### config.mk
export PLATFORM = sky130hd
export DESIGN_NAME = fqr_top
export DESIGN_NICKNAME = d
export VERILOG_FILES = /design/src/fqr_pkg.sv /design/src/fqr_table.sv /design/src/fqr_top.sv
export SDC_FILE = /design/constraint.sdc
export NUM_CORES = 1
export LEC_CHECK = 0
export BUFFER_PORTS_ARGS = -buffer_cell sky130_fd_sc_hd__buf_2
export CAP_MARGIN = 20
export CORE_UTILIZATION = 43
export DETAILED_ROUTE_END_ITERATION = 12
export GPL_TIMING_DRIVEN = 0
export PLACE_DENSITY_LB_ADDON = 0.2
export SYNTH_ARGS = -nofsm -noshare
export SYNTH_HDL_FRONTEND = slang
export SYNTH_SLANG_ARGS = --single-unit
### constraint.sdc
create_clock -name clk_sys_i -period 2.1 [get_ports clk_sys_i]
set_input_delay 0.315 -clock clk_sys_i [delete_from_list [all_inputs] [get_ports clk_sys_i]]
set_output_delay 0.315 -clock clk_sys_i [all_outputs]
set_load 0.05 [all_outputs]
### src/fqr_pkg.sv
// package for the feature query responder: ranges, leaf codes, request and answer carriers
package fqr_pkg;

	localparam logic [31:0] STD_BASE      = 32'h0000_0000;
	localparam logic [31:0] STD_LAST      = 32'h0000_ffff;
	localparam logic [31:0] EXT_BASE      = 32'h8000_0000;
	localparam logic [31:0] EXT_LAST      = 32'h8000_ffff;
	localparam logic [15:0] LEAF_VENDOR   = 16'h0000;
	localparam logic [15:0] LEAF_FEATURE  = 16'h0001;
	localparam logic [15:0] LEAF_CACHE    = 16'h0004;
	localparam logic [15:0] LEAF_NAME0    = 16'h0002;
	localparam logic [15:0] LEAF_NAME2    = 16'h0004;
	localparam logic [31:0] CACHE_SUBS    = 32'h0000_0003;
	localparam logic [7:0]  FLAG_LONG_BIT = 8'h1d;

	typedef struct packed {
		logic [31:0] first_general_register;
		logic [31:0] third_general_register;
	} fqr_req_t;

	typedef struct packed {
		logic [31:0] first_general_register;
		logic [31:0] second_general_register;
		logic [31:0] third_general_register;
		logic [31:0] fourth_general_register;
	} fqr_ans_t;

	typedef enum logic [1:0] {
		FQR_CLS_STD  = 2'b00,
		FQR_CLS_EXT  = 2'b01,
		FQR_CLS_NONE = 2'b10
	} fqr_cls_t;

	typedef enum logic [0:0] {
		FQR_IDLE = 1'b0,
		FQR_DONE = 1'b1
	} fqr_state_t;

endpackage : fqr_pkg

### src/fqr_table.sv
// combinational capability lookup, keyed on function number and sub-selector
`timescale 1ns/100ps
module fqr_table #(
	parameter logic [31:0] STD_MAX   = 32'h0000_0004,
	parameter logic [31:0] EXT_MAX   = 32'h8000_0004,
	parameter logic [31:0] VENDOR0   = 32'h6c61_6e69, // arbitrary vendor text
	parameter logic [31:0] VENDOR1   = 32'h6b61_6d65,
	parameter logic [31:0] VENDOR2   = 32'h6f72_6765,
	parameter logic [31:0] SIGNATURE = 32'h0000_0a11, // arbitrary model and stepping
	parameter logic [31:0] STD_FLAGS = 32'h0000_0211,
	parameter logic [31:0] EXT_FLAGS = 32'h2000_0000
) (
	// query
	input  wire fqr_pkg::fqr_req_t req_i,
	// answer
	output fqr_pkg::fqr_ans_t      ans_o
);

	function automatic fqr_pkg::fqr_cls_t classify(input logic [31:0] fn);
		if (fn <= fqr_pkg::STD_LAST)
			return fqr_pkg::FQR_CLS_STD;
		else if (fn >= fqr_pkg::EXT_BASE && fn <= fqr_pkg::EXT_LAST)
			return fqr_pkg::FQR_CLS_EXT;
		else
			return fqr_pkg::FQR_CLS_NONE;
	endfunction : classify

	function automatic logic [31:0] name_word(input logic [3:0] idx);
		// name string bytes, little end first; text is arbitrary
		return {4{4'h4, idx}};
	endfunction : name_word

	logic [31:0] fn;
	logic [31:0] sub;
	logic [15:0] leaf;
	logic [31:0] ext_flags;

	assign fn   = req_i.first_general_register;
	assign sub  = req_i.third_general_register;
	assign leaf = fn[15:0];

	// long mode flag held as one bit: 1 means supported
	// this core always runs long mode, so the bit is forced whatever the parameter says
	always_comb
	begin
		ext_flags = EXT_FLAGS;
		ext_flags[fqr_pkg::FLAG_LONG_BIT[4:0]] = 1'b1;
	end

	// pure function of the inputs, so repeat queries always agree
	always_comb
	begin
		ans_o = '0;
		case (classify(fn))
			fqr_pkg::FQR_CLS_STD:
			begin
				if (fn <= STD_MAX)
				begin
					case (leaf)
						fqr_pkg::LEAF_VENDOR:
							ans_o = {STD_MAX, VENDOR0, VENDOR2, VENDOR1};
						fqr_pkg::LEAF_FEATURE:
							ans_o = {SIGNATURE, 32'h0000_0000, 32'h0000_0000, STD_FLAGS};
						fqr_pkg::LEAF_CACHE:
						begin
							// only this leaf reads the sub-selector; others ignore it
							if (sub <= fqr_pkg::CACHE_SUBS)
								ans_o = {sub + 32'h0000_0001, 32'h0000_003f,
									32'h0000_00ff, 32'h0000_0000};
						end
						default:
							ans_o = '0;
					endcase
				end
			end
			fqr_pkg::FQR_CLS_EXT:
			begin
				if (fn <= EXT_MAX)
				begin
					case (leaf)
						fqr_pkg::LEAF_VENDOR:
							ans_o = {EXT_MAX, VENDOR0, VENDOR2, VENDOR1};
						fqr_pkg::LEAF_FEATURE:
							ans_o = {SIGNATURE, 32'h0000_0000, 32'h0000_0000, ext_flags};
						default:
						begin
							if (leaf >= fqr_pkg::LEAF_NAME0 && leaf <= fqr_pkg::LEAF_NAME2)
								ans_o = {4{name_word(leaf[3:0])}};
						end
					endcase
				end
			end
			default:
				ans_o = '0;
		endcase
	end

endmodule : fqr_table

### src/fqr_top.sv
// feature query responder: registers the lookup answer for the core
`timescale 1ns/100ps
// Functional notes
// - query runs at every privilege level; no fault is ever raised
// - full 32-bit first register value selects the function
// - functions 0000_0000h to 0000_ffffh are standard functions
// - functions 8000_0000h to 8000_ffffh are extended functions
// - answer fills all four general registers
// - third register is a sub-selector only where the function takes one
// - each feature flag bit is 1 when supported, 0 when not
// - functions give vendor, model, stepping, features, cache and name
module fqr_top (
	// clock and reset
	input  wire                    clk_sys_i,
	input  wire                    rst_i,
	input  wire                    clk_en_i,
	// query from core
	input  wire                    query_valid_i,
	input  wire [1:0]              priv_level_i,
	input  wire fqr_pkg::fqr_req_t query_i,
	// answer to core
	output logic                   answer_valid_o,
	output fqr_pkg::fqr_ans_t      answer_o,
	output logic                   fault_o
);

	fqr_pkg::fqr_ans_t   table_ans;
	fqr_pkg::fqr_ans_t   next_answer;
	fqr_pkg::fqr_state_t state;
	fqr_pkg::fqr_state_t next_state;
	logic                next_valid;
	logic [1:0]          unused_priv;

	fqr_table u_table (
		.req_i (query_i),
		.ans_o (table_ans)
	);

	// privilege level is deliberately not examined
	assign unused_priv = priv_level_i;
	assign fault_o     = 1'b0;

	always_comb
	begin
		next_state  = state;
		next_valid  = 1'b0;
		next_answer = answer_o;
		case (state)
			fqr_pkg::FQR_IDLE:
			begin
				if (query_valid_i)
				begin
					next_answer = table_ans;
					next_valid  = 1'b1;
					next_state  = fqr_pkg::FQR_DONE;
				end
			end
			fqr_pkg::FQR_DONE:
			begin
				// back to back queries allowed
				if (query_valid_i)
				begin
					next_answer = table_ans;
					next_valid  = 1'b1;
				end
				else
					next_state = fqr_pkg::FQR_IDLE;
			end
			default:
				next_state = fqr_pkg::FQR_IDLE;
		endcase
	end

	always_ff @(posedge clk_sys_i or posedge rst_i)
	begin
		if (rst_i)
		begin
			state          <= fqr_pkg::FQR_IDLE;
			answer_valid_o <= 1'b0;
			answer_o       <= '0;
		end
		else if (clk_en_i)
		begin
			state          <= next_state;
			answer_valid_o <= next_valid;
			answer_o       <= next_answer;
		end
	end

endmodule : fqr_top

==> results.yml, run 1 <==
die:
  rows: 30
  die_w_um: 86.4
  core_area_um2: 6830
  start_util_pct: 44.9
  die_area_um2: 7470
  io_pins: 200
  die_y_um: 86.4
drt:
  vias: 2807
  via_per_inst: 4.61
  drc: 0
  drt-pass1-iter-count: 5
  drt_first_iter_violations: 147
  wire_per_inst_um: 12.6
  wl_um: 7700
  ant_nets: 0
cells_and_area:
  nets: 583
  synthToLayoutAreaGrowth_pct: 39.4
  diodes: 0
  drive_above_1_share_pct: 55.0
  stdcell_area_um2: 4270
  fillers: 616
cts:
  cts_tree: "yes"
  clkSinkCount: 56
  cts-root-buf: "clkbuf_8"
  holdBufCountCts: 0
  ctsResizeCount: 0
  clk_latency_ns: 0.29
  post_cts.repair.setup_buffers: 0
  cts-buffers-inserted: 5
  cts_buffer_depth: 2
  cts.htree.levels: 2
  path_clk_slew_ns: 0.11
timing:
  slew_violations: 0
  clock_skew_ns: 0
  max_freq_mhz: 540
  worst_pin_slew_ns: 0.593
  finalSetupViolCount: 0
  fin_setup_tns_ns: 0
  fin_crit_ns: 1.85
  hold_viol: 0
  rsz0062_at_grt: "false"
  relSlewSlack_pct: 60.1
  fin_crit_sh_pct: 88.1
synthesis:
  synth_mux_area_share_pct: 0
  synth_adder_area_share_pct: 0.408
  synth_seq_area_share_pct: 45.7
  synth-compound-area-share_pct: 11.1
  synth.distinct_cells: 47
  synth_top_area_share_pct: 45.7
  synth_top_family_by_area: "simple AND/OR/NAND/NOR gates"
  synth_xor_area_share_pct: 0.286
  synth-main-ff-cell: "dfrtp_1"
  synth-edff-count: 0
  syn_area_per_cell_um2: 9.92
  syn_area_um2: 3070
  netlist_instances: 309
  netlist_top_cells_area: "dfrtp_1 (46%), buf_4 (19%), nand2_1 (4.7%), and2_1 (3.3%), nor4_1 (2.4%)"
  ys_ff_latch: 56
  netlist.top_cell.by_area: "dfrtp_1"
  synthSimpleGateAreaFrac_pct: 22.0
  ys_async_sr_fraction_pct: 100
  yosys_warnings: 0
job:
  maxCapViolations: 0
global_route:
  grt_max_degree: 31
  grt_pass1_wl_um: 12000
  overflow: 0
  grtUsageTotal_pct: 20.5
  antenna_found_initial: 0
  grt_pass1_vias: 2513
pwr:
  power.density_nw_per_um2: 576
  vdd_ir_drop_max_mv: 0.398
  leakagePower_nw: 2.63
critical_path:
  worstPathRequired_ns: 2.32
  cp-start-kind: "input pin"
  cp_max_fo: 4
  worst-setup-path-type: "input pin to register"
  cp.arrival_ns: 2.07
  cp-end-kind: "register"
placed_design:
  io_buffers: 176
  dpl.hpwl_um: 6250
  place.gp.congestion: 0.911
  placed_cell_area_um2: 4160
run_status:
  outcome: "complete, no violations"
hold_path:
  hp-class: "input pin to asynchronous set/reset pin"
layer usage:
metal  up-vias  wire length (µm)  track usage, %
met5         -                 0               0
met4         0                 2            2.73
met3         2               601            4.67
met2       119              3830            36.1
met1      1306              3270            26.5
li1       1380                 -               -
area by class of cell:
type | count | area [µm²] | share of cell area, %
Timing Repair Buffer | 177 | 901 | 21.1
Buffer | 85 | 613 | 14.3
Inverter | 3 | 11.3 | 0.264
Sequential cell | 56 | 1400 | 32.8
Tap cell | 96 | 120 | 2.81
Clock inverter | 3 | 46.3 | 1.08
Multi-Input combinational cell | 184 | 1110 | 26.0
Clock buffer | 5 | 68.8 | 1.61
worst max-delay path, stage by stage:
cell and delay, ns:
buf_2 0.10, nor4_1 0.55, nand4_1 0.29, nor3_1 0.33
o211a_1 0.23, nand2_1 0.13, o211ai_1 0.12
per-stage QoR:
| stage | worst slack (ns) | util (%) | hold slack (ns) | instances | total power, mW |
|---|---|---|---|---|---|
| 2_1_floorplan | 0.409 | - | 0.423 | 328 | 1.62 |
| 3_3_place_gp | -0.222 | 60.6 | 0.448 | 600 | 1.77 |
| 3_5_place_dp | -0.0870 | 60.9 | 0.416 | 601 | 1.79 |
| 4_1_cts | 0.249 | 62.5 | 0.0812 | 609 | 2.49 |
| 5_1_grt | 0.104 | 62.5 | 0.100 | 609 | 2.56 |
| 6_report | 0.249 | 62.5 | 0.0609 | 609 | 2.46 |
sequential cells by signal, summed over array words and instances (netlist names):
name	cells
answer_o	55
answer_valid_o	1
final timing paths:
| path | endpoint | slack, ns | cells after the start | from |
|---|---|---|---|---|
| worst max-delay path | answer_o[64] | 0.25 | 7 | query_i[61] |
| worst min-delay path | answer_o[114] | 0.06 | 2 | rst_i |
| worst max register to register | answer_o[86] | 1.23 | 1 | answer_o[86] |
| worst min register to register | answer_o[112] | 0.48 | 2 | answer_o[112] |
| max in group asynchronous | answer_o[93] | 1.46 | 3 | rst_i |
| min in group clk_sys_i | answer_valid_o | 0.23 | 2 | clk_en_i |
layout by cell type, fill, tap and decap left out, types with 2 or more instances in the layout:
cell type  synthesis  final
and4_1             2      2
a21o_2             3      3
nor2_1            13     13
nor3_2             3      3
a22o_1             2      2
o21ai_2            2      2
nand3_1            8      8
o211ai_1           2      2
a31oi_1            3      3
a21oi_1            5      5
nand4_1            5      5
o21ai_1            3      3
and3_2             2      2
nor4_1            12     12
conb_1             1     20
o21a_1             2      2
nor3_1             7      7
and2_1            16     16
dfrtp_1           56     56
a21o_1             8      8
o21ai_0            4      4
a32oi_1            3      3
buf_4             76     76
inv_1              3      2
o22a_1             2      2
clkbuf_1           6      6
clkbuf_8           0      5
buf_2              0    176
nor4_4             3      3
nand2_1           38     38
cell usage after synthesis (3+ instances only):
master,n
nand3_1,8
nor4_1,12
nand4_1,5
a21o_1,8
buf_4,76
and2_1,16
a32oi_1,3
a31oi_1,3
clkbuf_1,6
nor3_2,3
o21ai_1,3
a21oi_1,5
nor2_1,13
o21ai_0,4
inv_1,3
nand2_1,38
nor3_1,7
nor4_4,3
dfrtp_1,56
a21o_2,3
cell families (layout without fill, tap and decap cells):
| family | count (synthesis) | in the layout |
|---|---|---|
| simple gates | 116 | 116 |
| buf+inv | 88 | 273 |
| flops | 56 | 56 |
| compound gates | 46 | 46 |
| fa+ha+maj | 1 | 1 |
| other cells | 1 | 20 |
| xor+xnor | 1 | 1 |
where the power goes:
group          total [mW]  leakage, nW  switching (mW)  internal, mW
Combinational       0.652         1.80           0.451         0.202
Sequential           1.11        0.771          0.0195          1.09
Clock               0.701       0.0548           0.342         0.359
No activity file was read; power rests on OpenSTA's default activity.
==> run 2: changes to the inputs <==
--- a/config.mk
+++ b/config.mk
@@ -7,7 +7,8 @@
 export LEC_CHECK = 0
 export BUFFER_PORTS_ARGS = -buffer_cell sky130_fd_sc_hd__buf_2
 export CAP_MARGIN = 20
-export CORE_UTILIZATION = 43
+export CORE_UTILIZATION = 44
+export CTS_BUF_LIST = sky130_fd_sc_hd__clkbuf_2
 export DETAILED_ROUTE_END_ITERATION = 12
 export GPL_TIMING_DRIVEN = 0
 export PLACE_DENSITY_LB_ADDON = 0.2
==> run 2 against run 1 <==
  * Fmax up 0.77%
  * Sequential share of layout area increased by 0.59 points
  * Power fell by 9.8%
  * Register-to-register slack got worse by 0.02 ns
  * Worst hold slack got worse by 0.0092 ns
  * Final area fell by 1.8%
  * Non-clock buffer count grew 1
  * Via count rose by 2.9%
  * Critical path depth shrank 5
  * Clock skew is the same
  * Combinational power about the same
  * Global-route usage grew 0.67 points
  * Critical endpoint is now answer_o[86]
==> results.yml, run 2 (synthesis results as in run 1) <==
critical_path:
  cp.arrival_ns: 1.52
  r2r_setup_slack_ns: 1.21
  cp_max_fo: 12
  r2r_end: "answer_o[86]"
  worst-setup-path-type: "register to output port"
  ff2ff_path_depth: 1
  cp-start-kind: "register"
  r2r_start: "answer_o[86]"
  worstPathRequired_ns: 1.78
  cp-end-kind: "output port"
global_route:
  antenna_found_initial: 0
  grt_max_degree: 39
  overflow: 0
  grtUsageTotal_pct: 21.2
  grt_pass1_wl_um: 12300
  grt_pass1_vias: 2631
die:
  die_area_um2: 7310
  core_area_um2: 6760
  io_pins: 200
  die_y_um: 85.5
  rows: 30
  die_w_um: 85.5
  start_util_pct: 45.4
drt:
  via_per_inst: 4.86
  vias: 2889
  drt-pass1-iter-count: 4
  drt_first_iter_violations: 115
  ant_nets: 0
  wire_per_inst_um: 12.7
  wl_um: 7570
  drc: 0
pwr:
  power_mw: 2.22
  leakagePower_nw: 2.61
  clkPwrFrac_pct: 20.5
  p_switching_uw: 833
  swShare_pct: 37.5
  pwr-share-seq_pct: 50.1
  power_frac_comb_pct: 29.4
  intPower_mw: 1.39
  vdd_ir_drop_max_mv: 0.292
  power.density_nw_per_um2: 529
job:
  maxCapViolations: 0
timing:
  rsz0062_at_grt: "false"
  finalSetupViolCount: 0
  max_freq_mhz: 544
  holdWs_ns: 0.0518
  fin_crit_sh_pct: 87.5
  worst_pin_slew_ns: 0.536
  slew_violations: 0
  clock_skew_ns: 0
  fin_crit_ns: 1.84
  relSlewSlack_pct: 64.0
  fin_setup_tns_ns: 0
  hold_viol: 0
cts:
  cts-root-buf: "clkbuf_2"
  post_cts.repair.setup_buffers: 0
  cts_buffer_depth: 2
  clkSinkCount: 56
  cts.htree.levels: 2
  cts_tree: "yes"
  cts-buffers-inserted: 5
  path_clk_slew_ns: 0.28
  holdBufCountCts: 1
  ctsResizeCount: 0
  clk_latency_ns: 0.46
placed_design:
  place.gp.congestion: 0.897
  dpl.hpwl_um: 6100
  io_buffers: 176
cells_and_area:
  layout_common_cells: "buf_2 (176), buf_4 (76), dfrtp_1 (56)"
  regMostFlops: "answer_o"
  fillers: 630
  nets: 584
  largest_reg_flops: 55
  drive_above_1_share_pct: 54.9
  regArea_um2: 1400
  mostFrequentLayoutCell: "buf_2"
  synthToLayoutAreaGrowth_pct: 36.9
  multi_input_area_um2: 1110
  diodes: 0
  reg_top3: "answer_o: 55 flops, answer_valid_o: 1 flops"
hold_path:
  hold_depth: 2
  hp-class: "input pin to register"
  whs_endpoint: "answer_valid_o"
  hold_start: "clk_en_i"
run_status:
  outcome: "complete, no violations"
-- run 2: cell type report --
cell class | count | area share [%]
Sequential cell | 56 | 33.4
Multi-Input combinational cell | 184 | 26.5
Timing Repair Buffer | 178 | 21.7
Buffer | 85 | 14.6
Tap cell | 80 | 2.38
Clock buffer | 5 | 0.596
Clock inverter | 3 | 0.596
Inverter | 3 | 0.268
-- run 2: layer usage --
layer	GRT usage [%]	wire, µm
met1	26.8	3090
met2	36.4	3740
met3	4.47	613
met4	6.36	121
met5	0	0
-- run 2: how the worst max path moves through the flow --
stage	start	end	slack, ns	cells past startpoint
final	answer_o[86]	answer_o[86]	0.26	2
after global routing	answer_o[86]	answer_o[62]	0.17	2
after global placement	rst_i	answer_o[93]	-0.22	2
after detailed placement	query_i[48]	answer_o[114]	-0.05	7
after floorplan	rst_i	answer_o[0]	0.41	1
after CTS	answer_o[86]	answer_o[86]	0.24	2
-- run 2: through the flow --
step	cell area (µm²)	util, %	std cells	setup WS (ns)
after global placement	4120	60.9	584	-0.219
final	4200	62.1	594	0.263
after CTS	4200	62.1	594	0.242
after global routing	4200	62.1	594	0.169
after detailed placement	4140	61.2	585	-0.0480
after floorplan	3140	-	328	0.409
-- run 2: critical path, cell delays in order (launching register included) --
cell     delay (ns)
dfrtp_1        0.64
buf_4          0.17
buf_2          0.25
-- run 2: power groups by stage --
stage / clock [mW] / sequential, mW / combinational (mW)
6_report: 0.455 / 1.11 / 0.652
5_1_grt: 0.501 / 1.12 / 0.690
4_1_cts: 0.466 / 1.11 / 0.657
3_5_place_dp: 0 / 1.13 / 0.654
3_3_place_gp: 0 / 1.13 / 0.642
2_1_floorplan: 0 / 1.17 / 0.446
